## config.mk

```make
export PLATFORM = sky130hd
export DESIGN_NAME = ncs_status
export DESIGN_NICKNAME = d
export VERILOG_FILES = /design/src/ncs_pkg.sv /design/src/ncs_mode_sel.sv /design/src/ncs_cycle_fsm.sv /design/src/ncs_status.sv
export SDC_FILE = /design/constraint.sdc
export NUM_CORES = 1
export LEC_CHECK = 0
export ABC_AREA = 0
export BUFFER_PORTS_ARGS = -buffer_cell sky130_fd_sc_hd__buf_2
export CORE_MARGIN = 10
export CORE_UTILIZATION = 45
export DETAILED_ROUTE_END_ITERATION = 10
export PLACE_DENSITY_LB_ADDON = 0.08
export SETUP_SLACK_MARGIN = 0.05
export SYNTH_ARGS = -nofsm -noshare
export SYNTH_HDL_FRONTEND = slang
export SYNTH_HIERARCHICAL = 1
export SYNTH_SLANG_ARGS = --single-unit
```

## constraint.sdc

```tcl
create_clock -name clk_sys -period 2.4 [get_ports clk_sys]
set_input_delay 0.36 -clock clk_sys [delete_from_list [all_inputs] [get_ports clk_sys]]
set_output_delay 0.36 -clock clk_sys [all_outputs]
set_load 0.05 [all_outputs]
```

## src/ncs_pkg.sv

```systemverilog
package ncs_pkg;

   // **********
   // sizes
   // **********
   localparam int NUM_AXES = 4;                 // control axes checked
   localparam int ADDR_W   = 8;                 // apb byte address width
   localparam int DATA_W   = 32;                // apb data width

   // **********
   // register offsets (byte addresses)
   // **********
   localparam logic [7:0] OFS_CTRL = 8'h00;     // mode and cycle control
   localparam logic [7:0] OFS_CMD  = 8'h04;     // launch strobe, write only
   localparam logic [7:0] OFS_STAT = 8'h08;     // flag status, read only
   localparam logic [7:0] OFS_AXIS = 8'h0c;     // axis status, read only

   // **********
   // field positions and reset values
   // **********
   localparam int CTRL_MODE_LSB = 0;            // mode request, 3 bits
   localparam int CTRL_MODE_W   = 3;
   localparam int CTRL_HOLD_BIT = 3;            // feed hold, low = hold
   localparam int CTRL_RRW_BIT  = 4;            // reset and rewind
   localparam int CTRL_SBLK_BIT = 5;            // single block
   localparam int CTRL_W        = 6;
   localparam logic [5:0] CTRL_RESET = 6'h08;   // hold released, no mode
   localparam int CMD_LAUNCH_BIT = 0;           // cycle launch strobe
   localparam int STAT_W = 11;                  // flags packed from bit 0
   localparam int AXIS_BUSY_LSB = 0;            // accel/decel pending
   localparam int AXIS_PLC_LSB  = 4;            // sequence-program axes
   localparam int AXIS_SVOF_LSB = 8;            // servo off inputs
   localparam int AXIS_POS_LSB  = 12;           // position control enables
   localparam logic [31:0] RD_ZERO = 32'h0000_0000;

   // **********
   // types
   // **********
   typedef enum logic [2:0] {
      MODE_NONE, MODE_HOME, MODE_ASET, MODE_MEM,
      MODE_TAPE, MODE_MDI, MODE_MANUAL
   } ncs_mode_e;                                // operating modes

   typedef enum logic [1:0] {
      CYC_RESET, CYC_START, CYC_STOP, CYC_PAUSE
   } ncs_cyc_e;                                 // automatic cycle states

endpackage : ncs_pkg

```

## src/ncs_mode_sel.sv

```systemverilog
`timescale 1ns/100ps
module ncs_mode_sel
   import ncs_pkg::*;
(
   input  wire logic                   clk_sys,
   input  wire logic                   rst_n,
   input  wire logic [CTRL_MODE_W-1:0] mode_req,
   input  wire logic                   all_axes_no_lag,
   output logic                        homing_mode_flag,
   output logic                        auto_initial_setup_flag,
   output logic                        stored_program_flag,
   output logic                        reel_input_flag,
   output logic                        keyed_entry_flag,
   output logic                        auto_mode
);

   // **********
   // request decode
   // **********
   // unused request codes fall back to no mode
   function automatic ncs_mode_e to_mode(logic [CTRL_MODE_W-1:0] raw);
      ncs_mode_e m;
      m = MODE_NONE;
      case (raw)
         3'h1:    m = MODE_HOME;
         3'h2:    m = MODE_ASET;
         3'h3:    m = MODE_MEM;
         3'h4:    m = MODE_TAPE;
         3'h5:    m = MODE_MDI;
         3'h6:    m = MODE_MANUAL;
         default: m = MODE_NONE;
      endcase
      return m;
   endfunction : to_mode

   ncs_mode_e cur_mode;                         // mode now in force
   ncs_mode_e next_mode;                        // mode after this edge

   // switch only once no axis outside sequence-program control has a smoothing delay left
   always_comb
   begin
      next_mode = cur_mode;
      if (all_axes_no_lag && to_mode(mode_req) != cur_mode)
      begin
         next_mode = to_mode(mode_req);
      end
   end

   // **********
   // mode register and one-hot indicators
   // **********
   // old indicator drops on the same edge the new one rises
   always_ff @(posedge clk_sys or negedge rst_n)
   begin
      if (!rst_n)
      begin
         cur_mode                <= MODE_NONE;
         homing_mode_flag        <= 1'b0;
         auto_initial_setup_flag <= 1'b0;
         stored_program_flag     <= 1'b0;
         reel_input_flag         <= 1'b0;
         keyed_entry_flag        <= 1'b0;
         auto_mode               <= 1'b0;
      end
      else
      begin
         cur_mode                <= next_mode;
         homing_mode_flag        <= (next_mode == MODE_HOME);
         auto_initial_setup_flag <= (next_mode == MODE_ASET);
         stored_program_flag     <= (next_mode == MODE_MEM);
         reel_input_flag         <= (next_mode == MODE_TAPE);
         keyed_entry_flag        <= (next_mode == MODE_MDI);
         auto_mode <= (next_mode == MODE_MEM) ||
                      (next_mode == MODE_TAPE) ||
                      (next_mode == MODE_MDI);
      end
   end

endmodule : ncs_mode_sel

```

## src/ncs_cycle_fsm.sv

```systemverilog
`timescale 1ns/100ps
module ncs_cycle_fsm
   import ncs_pkg::*;
(
   input  wire logic clk_sys,
   input  wire logic rst_n,
   input  wire logic auto_mode,
   input  wire logic reset_cond,
   input  wire logic cycle_launch_cmd,
   input  wire logic feed_hold_cmd_n,
   input  wire logic single_block,
   input  wire logic blk_end,
   output logic      cycle_running_flag,
   output logic      cycle_executing_flag,
   output logic      cycle_held_flag
);

   ncs_cyc_e state;                             // present cycle state
   ncs_cyc_e next_state;                        // state after this edge

   // **********
   // next state
   // **********
   always_comb
   begin
      next_state = state;
      if (reset_cond || !auto_mode)
      begin
         next_state = CYC_RESET;
      end
      else
      begin
         case (state)
            CYC_RESET, CYC_STOP, CYC_PAUSE:
               // launch is void while feed hold is on
               if (cycle_launch_cmd && feed_hold_cmd_n)
               begin
                  next_state = CYC_START;
               end
            CYC_START:
               if (!feed_hold_cmd_n)
               begin
                  next_state = CYC_PAUSE;
               end
               else if (blk_end && single_block)
               begin
                  next_state = CYC_STOP;
               end
            default:
               next_state = CYC_RESET;
         endcase
      end
   end

   // **********
   // state and flag registers
   // **********
   always_ff @(posedge clk_sys or negedge rst_n)
   begin
      if (!rst_n)
      begin
         state                <= CYC_RESET;
         cycle_running_flag   <= 1'b0;
         cycle_executing_flag <= 1'b0;
         cycle_held_flag      <= 1'b0;
      end
      else
      begin
         state                <= next_state;
         cycle_running_flag   <= (next_state != CYC_RESET);
         cycle_executing_flag <= (next_state == CYC_START);
         cycle_held_flag      <= (next_state == CYC_PAUSE);
      end
   end

endmodule : ncs_cycle_fsm

```

## src/ncs_status.sv

```systemverilog
// Design decisions made here: the placing of the registers and the APB slave port.
`timescale 1ns/100ps
// How it works
// - homing indicator rises after axes show no lag
// - initial-setup indicator waits for no-lag confirmation
// - stored-program indicator waits for no-lag confirmation
// - tape indicator rises when no-lag becomes true
// - keyed-entry indicator rises when no-lag becomes true
// - controller ready set when no clearing condition
// - controller ready cleared by power loss, faults
// - controller ready cleared by unresettable servo alarm
// - servo ready after diagnosis; gates position control
// - servo ready again on alarm reset, stop release
// - servo ready cleared by alarm, stop, power, fault
// - servo off input never clears servo ready
// - launch in automatic mode sets running until reset
// - rewind, emergency stop, alarm clear cycle flags
// - outside automatic operation all cycle flags zero
// - block stop: running only
// - feed hold mid-block: running and held
// - executing: running and executing only
// - no-lag excludes sequence-program axes
module ncs_status
   import ncs_pkg::*;
(
   input  wire logic                clk_sys,
   input  wire logic                rst_n,
   // apb slave
   input  wire logic [ADDR_W-1:0]   paddr,
   input  wire logic                psel,
   input  wire logic                penable,
   input  wire logic                pwrite,
   input  wire logic [DATA_W-1:0]   pwdata,
   input  wire logic [3:0]          pstrb,
   output logic      [DATA_W-1:0]   prdata,
   output logic                     pready,
   output logic                     pslverr,
   // machine side inputs
   input  wire logic                power_good,
   input  wire logic                cpu_fault,
   input  wire logic                servo_diag_ok,
   input  wire logic                servo_alarm,
   input  wire logic                alarm_resettable,
   input  wire logic                estop_in,
   input  wire logic [NUM_AXES-1:0] axis_accel_busy,
   input  wire logic [NUM_AXES-1:0] plc_axis,
   input  wire logic [NUM_AXES-1:0] servo_off_cmd_n,
   input  wire logic                blk_end,
   // status flags
   output logic                     homing_mode_flag,
   output logic                     auto_initial_setup_flag,
   output logic                     stored_program_flag,
   output logic                     reel_input_flag,
   output logic                     keyed_entry_flag,
   output logic                     controller_ready_flag,
   output logic                     servo_ready_flag,
   output logic                     cycle_running_flag,
   output logic                     cycle_executing_flag,
   output logic                     cycle_held_flag,
   output logic                     all_axes_no_lag,
   output logic      [NUM_AXES-1:0] pos_ctrl_en
);

   // **********
   // helpers
   // **********
   // falling edge of a level against its last sample
   function automatic logic fell(logic prev, logic now);
      return prev && !now;
   endfunction : fell

   // **********
   // apb decode
   // **********
   logic              setup_ph;                 // first cycle of transfer
   logic              access_ph;                // completing cycle
   logic              wr_ctrl;                  // write to control reg
   logic              wr_cmd;                   // write to command reg
   logic              addr_hit;                 // offset is mapped
   logic [CTRL_W-1:0] ctrl;                     // control register
   logic              launch_pulse;             // one-cycle launch
   logic [STAT_W-1:0] stat_vec;                 // packed flag view
   logic [31:0]       next_rdata;               // read mux result

   // zero wait states: every access completes in one cycle
   assign pready    = 1'b1;
   assign setup_ph  = psel && !penable;
   assign access_ph = psel && penable;
   assign addr_hit  = (paddr == OFS_CTRL) || (paddr == OFS_CMD) ||
                      (paddr == OFS_STAT) || (paddr == OFS_AXIS);
   // only byte lane 0 carries control bits
   assign wr_ctrl   = access_ph && pwrite && pstrb[0] &&
                      (paddr == OFS_CTRL);
   assign wr_cmd    = access_ph && pwrite && pstrb[0] &&
                      (paddr == OFS_CMD);

   // **********
   // control register
   // **********
   // mode request, feed hold, rewind and single block levels
   always_ff @(posedge clk_sys or negedge rst_n)
   begin
      if (!rst_n)
      begin
         ctrl <= CTRL_RESET;
      end
      else if (wr_ctrl)
      begin
         ctrl <= pwdata[CTRL_W-1:0];
      end
   end

   // **********
   // launch strobe
   // **********
   // a write of one makes a single launch pulse, no storage
   always_ff @(posedge clk_sys or negedge rst_n)
   begin
      if (!rst_n)
      begin
         launch_pulse <= 1'b0;
      end
      else
      begin
         launch_pulse <= wr_cmd && pwdata[CMD_LAUNCH_BIT];
      end
   end

   // **********
   // read path
   // **********
   assign stat_vec = {all_axes_no_lag,
                      cycle_held_flag,
                      cycle_executing_flag,
                      cycle_running_flag,
                      servo_ready_flag,
                      controller_ready_flag,
                      keyed_entry_flag,
                      reel_input_flag,
                      stored_program_flag,
                      auto_initial_setup_flag,
                      homing_mode_flag};

   // unused upper bits read as zero
   always_comb
   begin
      next_rdata = RD_ZERO;
      case (paddr)
         OFS_CTRL:
            next_rdata[CTRL_W-1:0] = ctrl;
         OFS_STAT:
            next_rdata[STAT_W-1:0] = stat_vec;
         OFS_AXIS:
         begin
            next_rdata[AXIS_BUSY_LSB +: NUM_AXES] = axis_accel_busy;
            next_rdata[AXIS_PLC_LSB  +: NUM_AXES] = plc_axis;
            next_rdata[AXIS_SVOF_LSB +: NUM_AXES] = servo_off_cmd_n;
            next_rdata[AXIS_POS_LSB  +: NUM_AXES] = pos_ctrl_en;
         end
         default:
            next_rdata = RD_ZERO;               // command reg reads zero
      endcase
   end

   // data sampled in setup so it stands through the access cycle
   always_ff @(posedge clk_sys or negedge rst_n)
   begin
      if (!rst_n)
      begin
         prdata <= RD_ZERO;
      end
      else if (setup_ph)
      begin
         prdata <= pwrite ? RD_ZERO : next_rdata;
      end
   end

   // unmapped offsets answer with an error, nothing changes
   always_ff @(posedge clk_sys or negedge rst_n)
   begin
      if (!rst_n)
      begin
         pslverr <= 1'b0;
      end
      else if (setup_ph)
      begin
         pslverr <= !addr_hit;
      end
   end

   // **********
   // all axes no lag
   // **********
   // axes under sequence-program control never hold this off
   assign all_axes_no_lag = &(~axis_accel_busy | plc_axis);

   // **********
   // controller ready
   // **********
   logic fatal_alarm;                           // alarm needing power cycle

   // sticky until power drops; alarm reset alone cannot clear it
   always_ff @(posedge clk_sys or negedge rst_n)
   begin
      if (!rst_n)
      begin
         fatal_alarm <= 1'b0;
      end
      else if (!power_good)
      begin
         fatal_alarm <= 1'b0;
      end
      else if (servo_alarm && !alarm_resettable)
      begin
         fatal_alarm <= 1'b1;
      end
   end

   // level form: ready whenever no off-condition stands
   always_ff @(posedge clk_sys or negedge rst_n)
   begin
      if (!rst_n)
      begin
         controller_ready_flag <= 1'b0;
      end
      else
      begin
         controller_ready_flag <= power_good && !cpu_fault &&
                                  !fatal_alarm &&
                                  !(servo_alarm && !alarm_resettable);
      end
   end

   // **********
   // servo ready
   // **********
   logic diag_done;                             // power-up diagnosis passed
   logic alarm_prev;                            // alarm last cycle
   logic estop_prev;                            // stop input last cycle
   logic alarm_res;                             // alarm seen as resettable
   logic sv_clear;                              // any off-condition
   logic sv_set;                                // any on-event

   // diagnosis result is kept until power is lost
   always_ff @(posedge clk_sys or negedge rst_n)
   begin
      if (!rst_n)
      begin
         diag_done <= 1'b0;
      end
      else if (!power_good)
      begin
         diag_done <= 1'b0;
      end
      else if (servo_diag_ok)
      begin
         diag_done <= 1'b1;
      end
   end

   // edge history and alarm class while it is active
   always_ff @(posedge clk_sys or negedge rst_n)
   begin
      if (!rst_n)
      begin
         alarm_prev <= 1'b0;
         estop_prev <= 1'b0;
         alarm_res  <= 1'b0;
      end
      else
      begin
         alarm_prev <= servo_alarm;
         estop_prev <= estop_in;
         if (servo_alarm)
         begin
            alarm_res <= alarm_resettable;
         end
      end
   end

   // servo off inputs are deliberately absent from this term
   assign sv_clear = servo_alarm || estop_in ||
                     !power_good || cpu_fault;
   // diagnosis pass, resettable alarm gone, or stop released
   assign sv_set   = (servo_diag_ok && !diag_done) ||
                     (fell(alarm_prev, servo_alarm) && alarm_res) ||
                     fell(estop_prev, estop_in);

   // clear wins: a stop or alarm in the same cycle keeps it low
   always_ff @(posedge clk_sys or negedge rst_n)
   begin
      if (!rst_n)
      begin
         servo_ready_flag <= 1'b0;
      end
      else if (sv_clear)
      begin
         servo_ready_flag <= 1'b0;
      end
      else if (sv_set && (diag_done || servo_diag_ok) && !fatal_alarm)
      begin
         servo_ready_flag <= 1'b1;
      end
   end

   // position loop only runs while servo ready holds
   always_ff @(posedge clk_sys or negedge rst_n)
   begin
      if (!rst_n)
      begin
         pos_ctrl_en <= '0;
      end
      else
      begin
         pos_ctrl_en <= {NUM_AXES{servo_ready_flag}} &
                        servo_off_cmd_n;
      end
   end

   // **********
   // mode selection
   // **********
   logic auto_mode;                             // memory, tape or mdi

   ncs_mode_sel u_mode_sel
   (
      .clk_sys                 (clk_sys),
      .rst_n                   (rst_n),
      .mode_req                (ctrl[CTRL_MODE_LSB +: CTRL_MODE_W]),
      .all_axes_no_lag         (all_axes_no_lag),
      .homing_mode_flag        (homing_mode_flag),
      .auto_initial_setup_flag (auto_initial_setup_flag),
      .stored_program_flag     (stored_program_flag),
      .reel_input_flag         (reel_input_flag),
      .keyed_entry_flag        (keyed_entry_flag),
      .auto_mode               (auto_mode)
   );

   // **********
   // automatic cycle
   // **********
   logic reset_cond;                            // forces reset state

   assign reset_cond = ctrl[CTRL_RRW_BIT] || estop_in ||
                       servo_alarm;

   ncs_cycle_fsm u_cycle_fsm
   (
      .clk_sys              (clk_sys),
      .rst_n                (rst_n),
      .auto_mode            (auto_mode),
      .reset_cond           (reset_cond),
      .cycle_launch_cmd     (launch_pulse),
      .feed_hold_cmd_n      (ctrl[CTRL_HOLD_BIT]),
      .single_block         (ctrl[CTRL_SBLK_BIT]),
      .blk_end              (blk_end),
      .cycle_running_flag   (cycle_running_flag),
      .cycle_executing_flag (cycle_executing_flag),
      .cycle_held_flag      (cycle_held_flag)
   );

endmodule : ncs_status

```

* After elaboration in Yosys (flattened, before gate mapping)
Index checks and enable logic that the tools add are counted.
Storage, ports and cells: logic and storage cells 116, input bits 68, register bits after elaboration 65, output and inout bits 49
Operators by class: reduce and logical (&&, ||, !) cells 51, mux-type cells 17, eq/ne operators 22, bitwise gates (word level) 3
Operator list (number):
- 1-bit logical AND | 20
- 3-bit one-hot mux with 6 select lines | 1
- 6-bit one-hot mux with 3 select lines | 1
- 8-bit by 4-bit equality test with 1-bit output, second input constant | 2
- 16-bit two-way mux | 1
- 3-bit equality test, second input constant | 5
- 1-bit logical OR | 14
- 3-bit by 2-bit equality test with 1-bit output, second input constant | 4
- 1-bit zero test | 11
- 5-bit one-hot mux with 2 select lines | 1
- 8-bit by 3-bit equality test with 1-bit output, second input constant | 1
- 8-bit zero test | 1
- 2-bit two-way mux | 4
- 2-bit equality test, second input constant | 3
- 3-bit by 1-bit equality test with 1-bit output, second input constant | 2
- 1-bit two-way mux | 6
- 5-bit two-way mux | 1
- 4-bit AND | 1
- 2-bit by 1-bit equality test with 1-bit output, second input constant | 2
- 2-bit by 1-bit inequality test with 1-bit output, second input constant | 2
- 4-bit inverter | 1
- 4-bit bitwise OR | 1
- 2-bit one-hot mux with 2 select lines | 1
- 4-bit AND reduction | 1
- other kinds (5) | 6

* Logic depth before layout (Yosys ltp)
Gate-level depths: netlist of the first run.
word-level depth 9, mapped depth 6, mapped depth without buffers 5

* Modules after synthesis
Netlist of the first run, hierarchy kept.
Modules (own cells, without submodules):
- ncs_status | area an instance 1671.6 um^2, instances 1, sequential area each 877.1 um^2, cells each 160
- ncs_mode_sel | area an instance 377.9 um^2, instances 1, sequential area each 225.2 um^2, cells each 33
- ncs_cycle_fsm | area an instance 237.7 um^2, instances 1, sequential area each 125.1 um^2, cells each 22

* Worst setup path before layout of the first run
No wires, ideal clock.
path kind input port to flip-flop, from input axis_accel_busy[0], to register u_mode_sel.auto_mode, cell stages on the path 5, data required time 2.270 ns, slack -1.747 ns, buffers on the path 1, data arrival time 4.017 ns, setup time 0.130 ns, path through nor2b_1 -> a2111oi_0 -> buf_6 -> mux2_4 -> mux2i_1
On the way: cells in the longest elaborated chain, start to end 8, elaborated cells on any way between the ends 10, classes of those cells 3 x eq/ne; 1 x mux; 2 x bitwise; 4 x reduce/logical
Ends and longest elaborated chain:
- from (decl) | line ncs_status.sv:45 | input wire logic [NUM_AXES-1:0] axis_accel_busy,
- 4-bit inverter * | line ncs_status.sv:195 | assign all_axes_no_lag = &(~axis_accel_busy | plc_axis);
- 4-bit bitwise OR * | line ncs_status.sv:195
- 4-bit AND reduction * | line ncs_status.sv:195
- named net all_axes_no_lag | line ncs_status.sv:60 | output logic all_axes_no_lag,
- 1-bit logical AND * | line ncs_mode_sel.sv:43 | if (all_axes_no_lag && to_mode(mode_req) != cur_mode)
- 3-bit two-way mux * | line ncs_mode_sel.sv:43
- named net u_mode_sel.next_mode[1] | line ncs_mode_sel.sv:37 | ncs_mode_e next_mode;
- 3-bit by 2-bit equality test with 1-bit output / 3-bit equality test (equally long branches) | line ncs_mode_sel.sv:73, ncs_mode_sel.sv:74
- 1-bit logical OR | line ncs_mode_sel.sv:73 | auto_mode <= (next_mode == MODE_MEM) ||
- 1-bit logical OR * | line ncs_mode_sel.sv:74 | (next_mode == MODE_TAPE) ||
- to (signal assigned) | line ncs_mode_sel.sv:73
- to (decl) | line ncs_mode_sel.sv:14 | output logic auto_mode
Mark *: on every way through the listed nets, which the timed path passes. The rest lies on a longest branch. A chain may end at the register's enable or synchronous reset.

* Worst setup path in the final report of the first run
from input axis_accel_busy[0], to output all_axes_no_lag
On the way: cells in the longest elaborated chain, start to end 3
Ends and longest elaborated chain (line):
- 4-bit inverter | ncs_status.sv:195
- 4-bit bitwise OR | ncs_status.sv:195
- 4-bit AND reduction | ncs_status.sv:195
- to (decl) | ncs_status.sv:60
No other way between the ends.

==> results.tsv, run 1 <==
metric	value	unit
GRT Total Usage	13.5	%
CP endpoint kind	output pin	
final core occ	57.3	%
min Tclk post-route	1.92	ns
commonest non-fill, non-tap cells in the layout	buf_2 (70), dfrtp_1 (48), nand2_1 (28), o21ai_0 (17), conb_1 (17)	
worst r2r src	ctrl[4]	
Final period util	80.1	%
sw frac	27.7	%
Mapped Area	2290	sq um
Worst Tran Pin Value	0.574	ns
crit path max fanout	5	
Setup crit end	all_axes_no_lag	
Post-DRT Antenna Nets	0	
met2 Track Usage GR	21.5	%
Syn. warnings	6	
GRT met1 Usage	15.7	%
Flop pwr share	55.4	%
Post-synth EDFFs	0	
CTS max path bufs	2	
Most Crowded Layer GR	met2	
slowest CP cell	a2111oi_4	
P_int	0.00110	W
CTS tree	built	
slew margin rel.	61.8	%
final setup margin	0.478	ns
status	complete, no violations	
clock power share	30.3	%
pre-CTS WS	0.437	ns
post-CTS setup buffer count	0	
Critical Path RT	2.04	ns
CTS HTree Levels	2	
die height	91.3	um
layout cells sized above 1	35.2	%
Synth cell types	41	
flop-to-flop setup slack	0.98	ns
DPL Wire Length	4460	um
met3 usage	5.43	%
endpoints failing hold	0	
RSZ-0062 raised after global routing	false	
number of port buffers	70	
cells along the critical path	buf_2 > nor2b_1 > a2111oi_4 > buf_2	
sequential area share after synthesis	53.7	%
crit path launch type	primary input	
vias per inst	4.81	
TritonCTS Buffers	5	
count of hold-fix buffers inserted at cts	1	
final net count	357	
CP max stage delay	0.58	ns
Starting Density	47.5	%
Die W	91.3	um
Logic pwr share	14.3	%
r2r worst-path depth	3	
Worst-path clk slew	0.09	ns
vias in the first global route	1865	
Die Footprint	8330	sq um
worst r2r dst	u_cycle_fsm/cycle_executing_flag	
ant diodes	0	
ys async rst share	100	%
post-CTS sizing	0	
placed cell count	348	
initial antenna violation count	0	
top_reg_cell synth	dfrtp_1	
Worst path most repeated cell	buf_2	
FP Rows	25	
Cells after Synth	215	
Initial DRC Count	62	
fin cells	357	
crit path launch	axis_accel_busy[0]	
Max Cap Viol	0	
switching power	0.000422	W
Final Max Tran Viols	0	
Synth Register Bits	49	
largest net degree at the start of global routing	24	
pwr dens	552	nW/um^2
Top-Level Pins	117	
Max rail drop VDD	0.292	mV
Hold Path Class	primary input to flip-flop	
Lkg Pwr	1.42	nW
DR WL/cell	15.5	um
DRT Pass-1 Iters	4	
count of endpoints failing setup in the final report	0	
GP Congestion	0.794	
Root Buffer Master	clkbuf_8	
setup TNS	0	ns
Skew-Pair Late Insertion Delay	0.30	ns
core area	4820	sq um
DRC viols	0	
most common library cell in the layout ignoring fill and taps	buf_2	
fmax	520	MHz
first-pass GRT wire length	9110	um
Area Overhead vs Synth	20.7	%
Clock Skews	0.00974	ns
via count	1717	
clock sink total	49	
GRT Residual Overflow	0	
routed wire length	5520	um
Worst EP arrival	1.56	ns
critical path class	primary input to output pin	
syn avg cell area	10.6	sq um
[through the flow]
step	area, sq um	hold slack (ns)	power [W]
final	2760	0.199	0.00152
after global routing	2760	0.184	0.00160
after CTS	2760	0.192	0.00154
after detailed placement	2670	0.262	0.00108
after global placement	2670	0.265	0.00108
after floorplan	2360	0.0644	0.00102
[cells in the mapped netlist (2+ instances only)]
cell type	count	area (sq um)
a31oi_1	4	25.0
nor3_1	2	10.0
and2_1	4	25.0
nor2_1	12	45.0
nand3b_1	3	22.5
dfrtp_1	48	1200
a21oi_1	2	10.0
nand2_1	28	105
nor3b_1	3	22.5
nor2b_1	7	43.8
mux2_2	13	146
inv_1	9	33.8
mux2i_1	7	70.1
buf_4	17	128
a21boi_1	2	15.0
clkbuf_1	3	11.3
conb_1	2	7.51
a22oi_1	6	45.0
o21ai_0	17	85.1
nand2b_1	5	31.3
[power groups by stage]
stage                     Clock, W  Combinational, W  Sequential, W
final                     0.000462          0.000217       0.000845
after detailed placement         0          0.000217       0.000861
after global routing      0.000516          0.000236       0.000846
after CTS                 0.000474          0.000218       0.000845
after global placement           0          0.000216       0.000861
after floorplan                  0          0.000147       0.000876
[kinds of logic after synthesis]
kind of cell	Yosys count	synth area share (%)
mux	21	10.1
compound gates	38	10.7
buf+inv	33	8.59
other cells	2	0.328
flops	49	53.7
simple gates	72	16.6
[metal layers]
metal	vias to the layer above	share of wire, %
met3	9	8.2
met2	65	46
li1	849	-
met1	794	44
met5	-	0
met4	0	1.9
[area by class of cell]
cell class / count / area [sq um]
Multi-Input combinational cell: 148 / 938
Clock buffer: 6 / 72.6
Tap cell: 67 / 83.8
Sequential cell: 49 / 1230
Inverter: 10 / 37.5
Fill cell: 461 / 2060
Timing Repair Buffer: 75 / 390
Clock inverter: 2 / 10.0
[critical path, delay by kind of cell]
kind            cells  cell delay [ns]
simple gates        1             0.14
buf+inv             2             0.47
compound gates      1             0.58
[sequential cells by signal (all words and copies together), names as in the netlist, 2 cells and up]
signal               cells
u_mode_sel/cur_mode      3
pos_ctrl_en              4
ctrl                     6
prdata                  16
u_cycle_fsm/state        2
[how the worst min path moves through the flow]
stage,cells past startpoint,slack (ns),from,endpoint
final,1,0.20,estop_in,estop_prev
after global placement,1,0.26,rst_n,prdata[1]
after CTS,1,0.19,estop_in,estop_prev
after global routing,1,0.18,estop_in,estop_prev
after floorplan,0,0.06,rst_n,alarm_prev
after detailed placement,1,0.26,rst_n,prdata[1]
(Power assumes the default switching activity.)
==> run 2, diff against run 1 <==
- ABC_AREA: 0 -> 1
- CORE_UTILIZATION: 45 -> 42
- clock period: 2.4 -> 1.7 ns (I/O delays scaled with it)
==> results.tsv, run 2 <==
metric	value	unit	change
status	complete, no violations		
GRT Residual Overflow	0		unchanged
placed cell count	446		+28%
crit path max fanout	8		+3
DRT Pass-1 Iters	4		unchanged
min Tclk post-route	1.45	ns	
final core occ	52.5	%	-4.8 points
Clock Skews	0.00561	ns	-0.00413 ns
Top-Level Pins	117		unchanged
Max rail drop VDD	0.534	mV	+83%
Mapped Area	2430	sq um	+6.1%
Synth Register Bits	49		unchanged
critical path class	primary input to output pin		
Syn. warnings	6		unchanged
synth cell count leaders	nand2_1 (101), dfrtp_1 (48), nand3_1 (36)		
Worst-path clk slew	0.09	ns	about the same
TritonCTS Buffers	5		unchanged
pwr dens	741	nW/um^2	+34%
CTS max path bufs	2		unchanged
fmax	689	MHz	
Starting Density	43.8	%	-3.7 points
cell count along the critical path	6		+2
hold path cells	1		unchanged
count leader, synth	nand2_1		
initial antenna violation count	0		unchanged
count of endpoints failing setup in the final report	0		unchanged
Lkg Pwr	1.67	nW	+18%
Critical Path RT	1.44	ns	-0.60 ns
vias per inst	4.44		-7.7%
GRT Total Usage	12.9	%	-0.51 points
fin cells	455		+27%
Top reg by flops	prdata		
cells along the critical path	buf_2 > inv_1 > nand2_1 > o21ai_0 > nor2_2 > buf_2		
endpoints failing hold	0		unchanged
GP Congestion	0.823		+3.7%
die height	96	um	+5.2%
Final period util	85.4	%	
post-synth top area cell	dfrtp_1		
Worst EP arrival	1.20	ns	-0.36 ns
CP endpoint kind	output pin		
DR WL/cell	12.9	um	-17%
Synth cell types	26		-37%
Cells after Synth	307		+43%
DRC viols	0		unchanged
layout cells sized above 1	28.7	%	-6.5 points
ys async rst share	100	%	unchanged
synth top area cells	dfrtp_1 (50%), nand2_1 (16%), nand3_1 (7.4%)		
number of port buffers	70		unchanged
setup TNS	0	ns	unchanged
top_reg_cell synth	dfrtp_1		
Worst path most repeated cell	buf_2		
CP bufs+invs	3		+1
CP max stage delay	0.34	ns	-0.24 ns
FP Rows	27		+8.0%
Die Footprint	9220	sq um	+11%
core area	5540	sq um	+15%
crit path launch type	primary input		
clock sink total	49		unchanged
r2r worst-path depth	7		+4
Skew-Pair Late Insertion Delay	0.30	ns	about the same
CTS HTree Levels	2		unchanged
Post-synth EDFFs	0		unchanged
most common library cell in the layout ignoring fill and taps	nand2_1		
Post-DRT Antenna Nets	0		unchanged
Area Overhead vs Synth	19.9	%	
vias in the first global route	2000		+7.2%
final net count	450		+26%
sequential area share after synthesis	50.6	%	-3.1 points
Yosys top cell area share	49.5	%	-3.0 points
final setup margin	0.248	ns	-0.230 ns
Final Max Tran Viols	0		unchanged
largest net degree at the start of global routing	34		+42%
commonest non-fill, non-tap cells in the layout	nand2_1 (101), buf_2 (70), dfrtp_1 (48), nand3_1 (36), inv_1 (27)		
via count	2020		+18%
Max Cap Viol	0		unchanged
Hold Path Class	primary input to flip-flop		
syn avg cell area	7.90	sq um	-26%
RSZ-0062 raised after global routing	false		
pre-CTS WS	0.216	ns	-0.221 ns
Root Buffer Master	clkbuf_8		
Die W	96	um	+5.2%
first-pass GRT wire length	9450	um	+3.7%
Largest regs	prdata: 16 flops, ctrl: 6 flops, pos_ctrl_en: 4 flops		
ant diodes	0		unchanged
CTS tree	built		
Initial DRC Count	114		+84%
post-CTS sizing	0		unchanged
max FFs per register	16		unchanged
DPL Wire Length	4840	um	+8.5%
CP delay by family, top	buffers and inverters		
slowest CP cell	buf_2		
routed wire length	5870	um	+6.3%
run 2: cell count changes in the layout (fill, tap and decap cells not counted), sizes merged, moves of 8 or more:
cell / previous run / this run
nand2: 28 / 110
inv: 10 / 32
nand3: 1 / 36
mux2: 14 / 0
nor2: 12 / 37
o21ai: 17 / 9
run 2: metrics by stage:
step	instance area, sq um	total power, W	hold WS, ns
final	2910	0.00216	0.0931
after global routing	2910	0.00226	0.0778
after floorplan	2480	0.00141	-0.0406
after global placement	2810	0.00148	0.213
after detailed placement	2810	0.00149	0.211
after CTS	2910	0.00218	0.0834
run 2: cells by family after synthesis:
| group | after synthesis | share of synthesized area [%] |
|---|---|---|
| AO/OA/AOI/OAI | 15 | 3.40 |
| buffers and inverters | 55 | 11.7 |
| flip-flops | 49 | 50.6 |
| other | 2 | 0.310 |
| AND/OR/NAND/NOR | 186 | 34.0 |
run 2: where the power goes:
group          internal (W)  total (W)  switching [W]
logic             0.0000655   0.000276       0.000210
clock network      0.000293   0.000692       0.000400
registers           0.00118    0.00119     0.00000846
total               0.00154    0.00216       0.000619
run 2: worst paths after layout:
check | slack (ns) | to | start
worst max register to register | 0.63 | u_cycle_fsm/cycle_executing_flag | ctrl[4]
max in group asynchronous | 0.78 | u_cycle_fsm/cycle_running_flag | rst_n
min in group asynchronous | 0.41 | pslverr | rst_n
worst min-delay path | 0.09 | estop_prev | estop_in
worst max-delay path | 0.25 | all_axes_no_lag | plc_axis[0]
worst min register to register | 0.48 | controller_ready_flag | fatal_alarm
run 2: area by class of cell:
cell class	count	area (sq um)
inverters	33	124
repair buffers	75	403
multi-input cells	218	973
clock inverters	3	21.3
clock buffers	5	68.8
well taps	72	90.1
fillers	577	2630
flip-flops and latches	49	1230
run 2: per-layer routing:
| metal | share of wire [%] | global-route usage, % | wire, um |
|---|---|---|---|
| met5 | 0 | 0 | 0 |
| met4 | 0.78 | 3.32 | 46 |
| met3 | 10 | 3.97 | 584 |
| met2 | 46 | 21.0 | 2730 |
| met1 | 43 | 16.4 | 2510 |
run 2: worst register-to-register path: stages (launching register included):
cell	delay [ns]
dfrtp_1	0.39
inv_1	0.08
nand2_1	0.08
nor2_4	0.14
inv_2	0.04
nor2_2	0.10
nand2_2	0.08
nor2_1	0.10
run 2: timing repair:
action / in CTS / in global routing
hold buffers: 1 / 0
endpoints found under the hold margin: 15 / 0
buffers inserted: 0 / 0
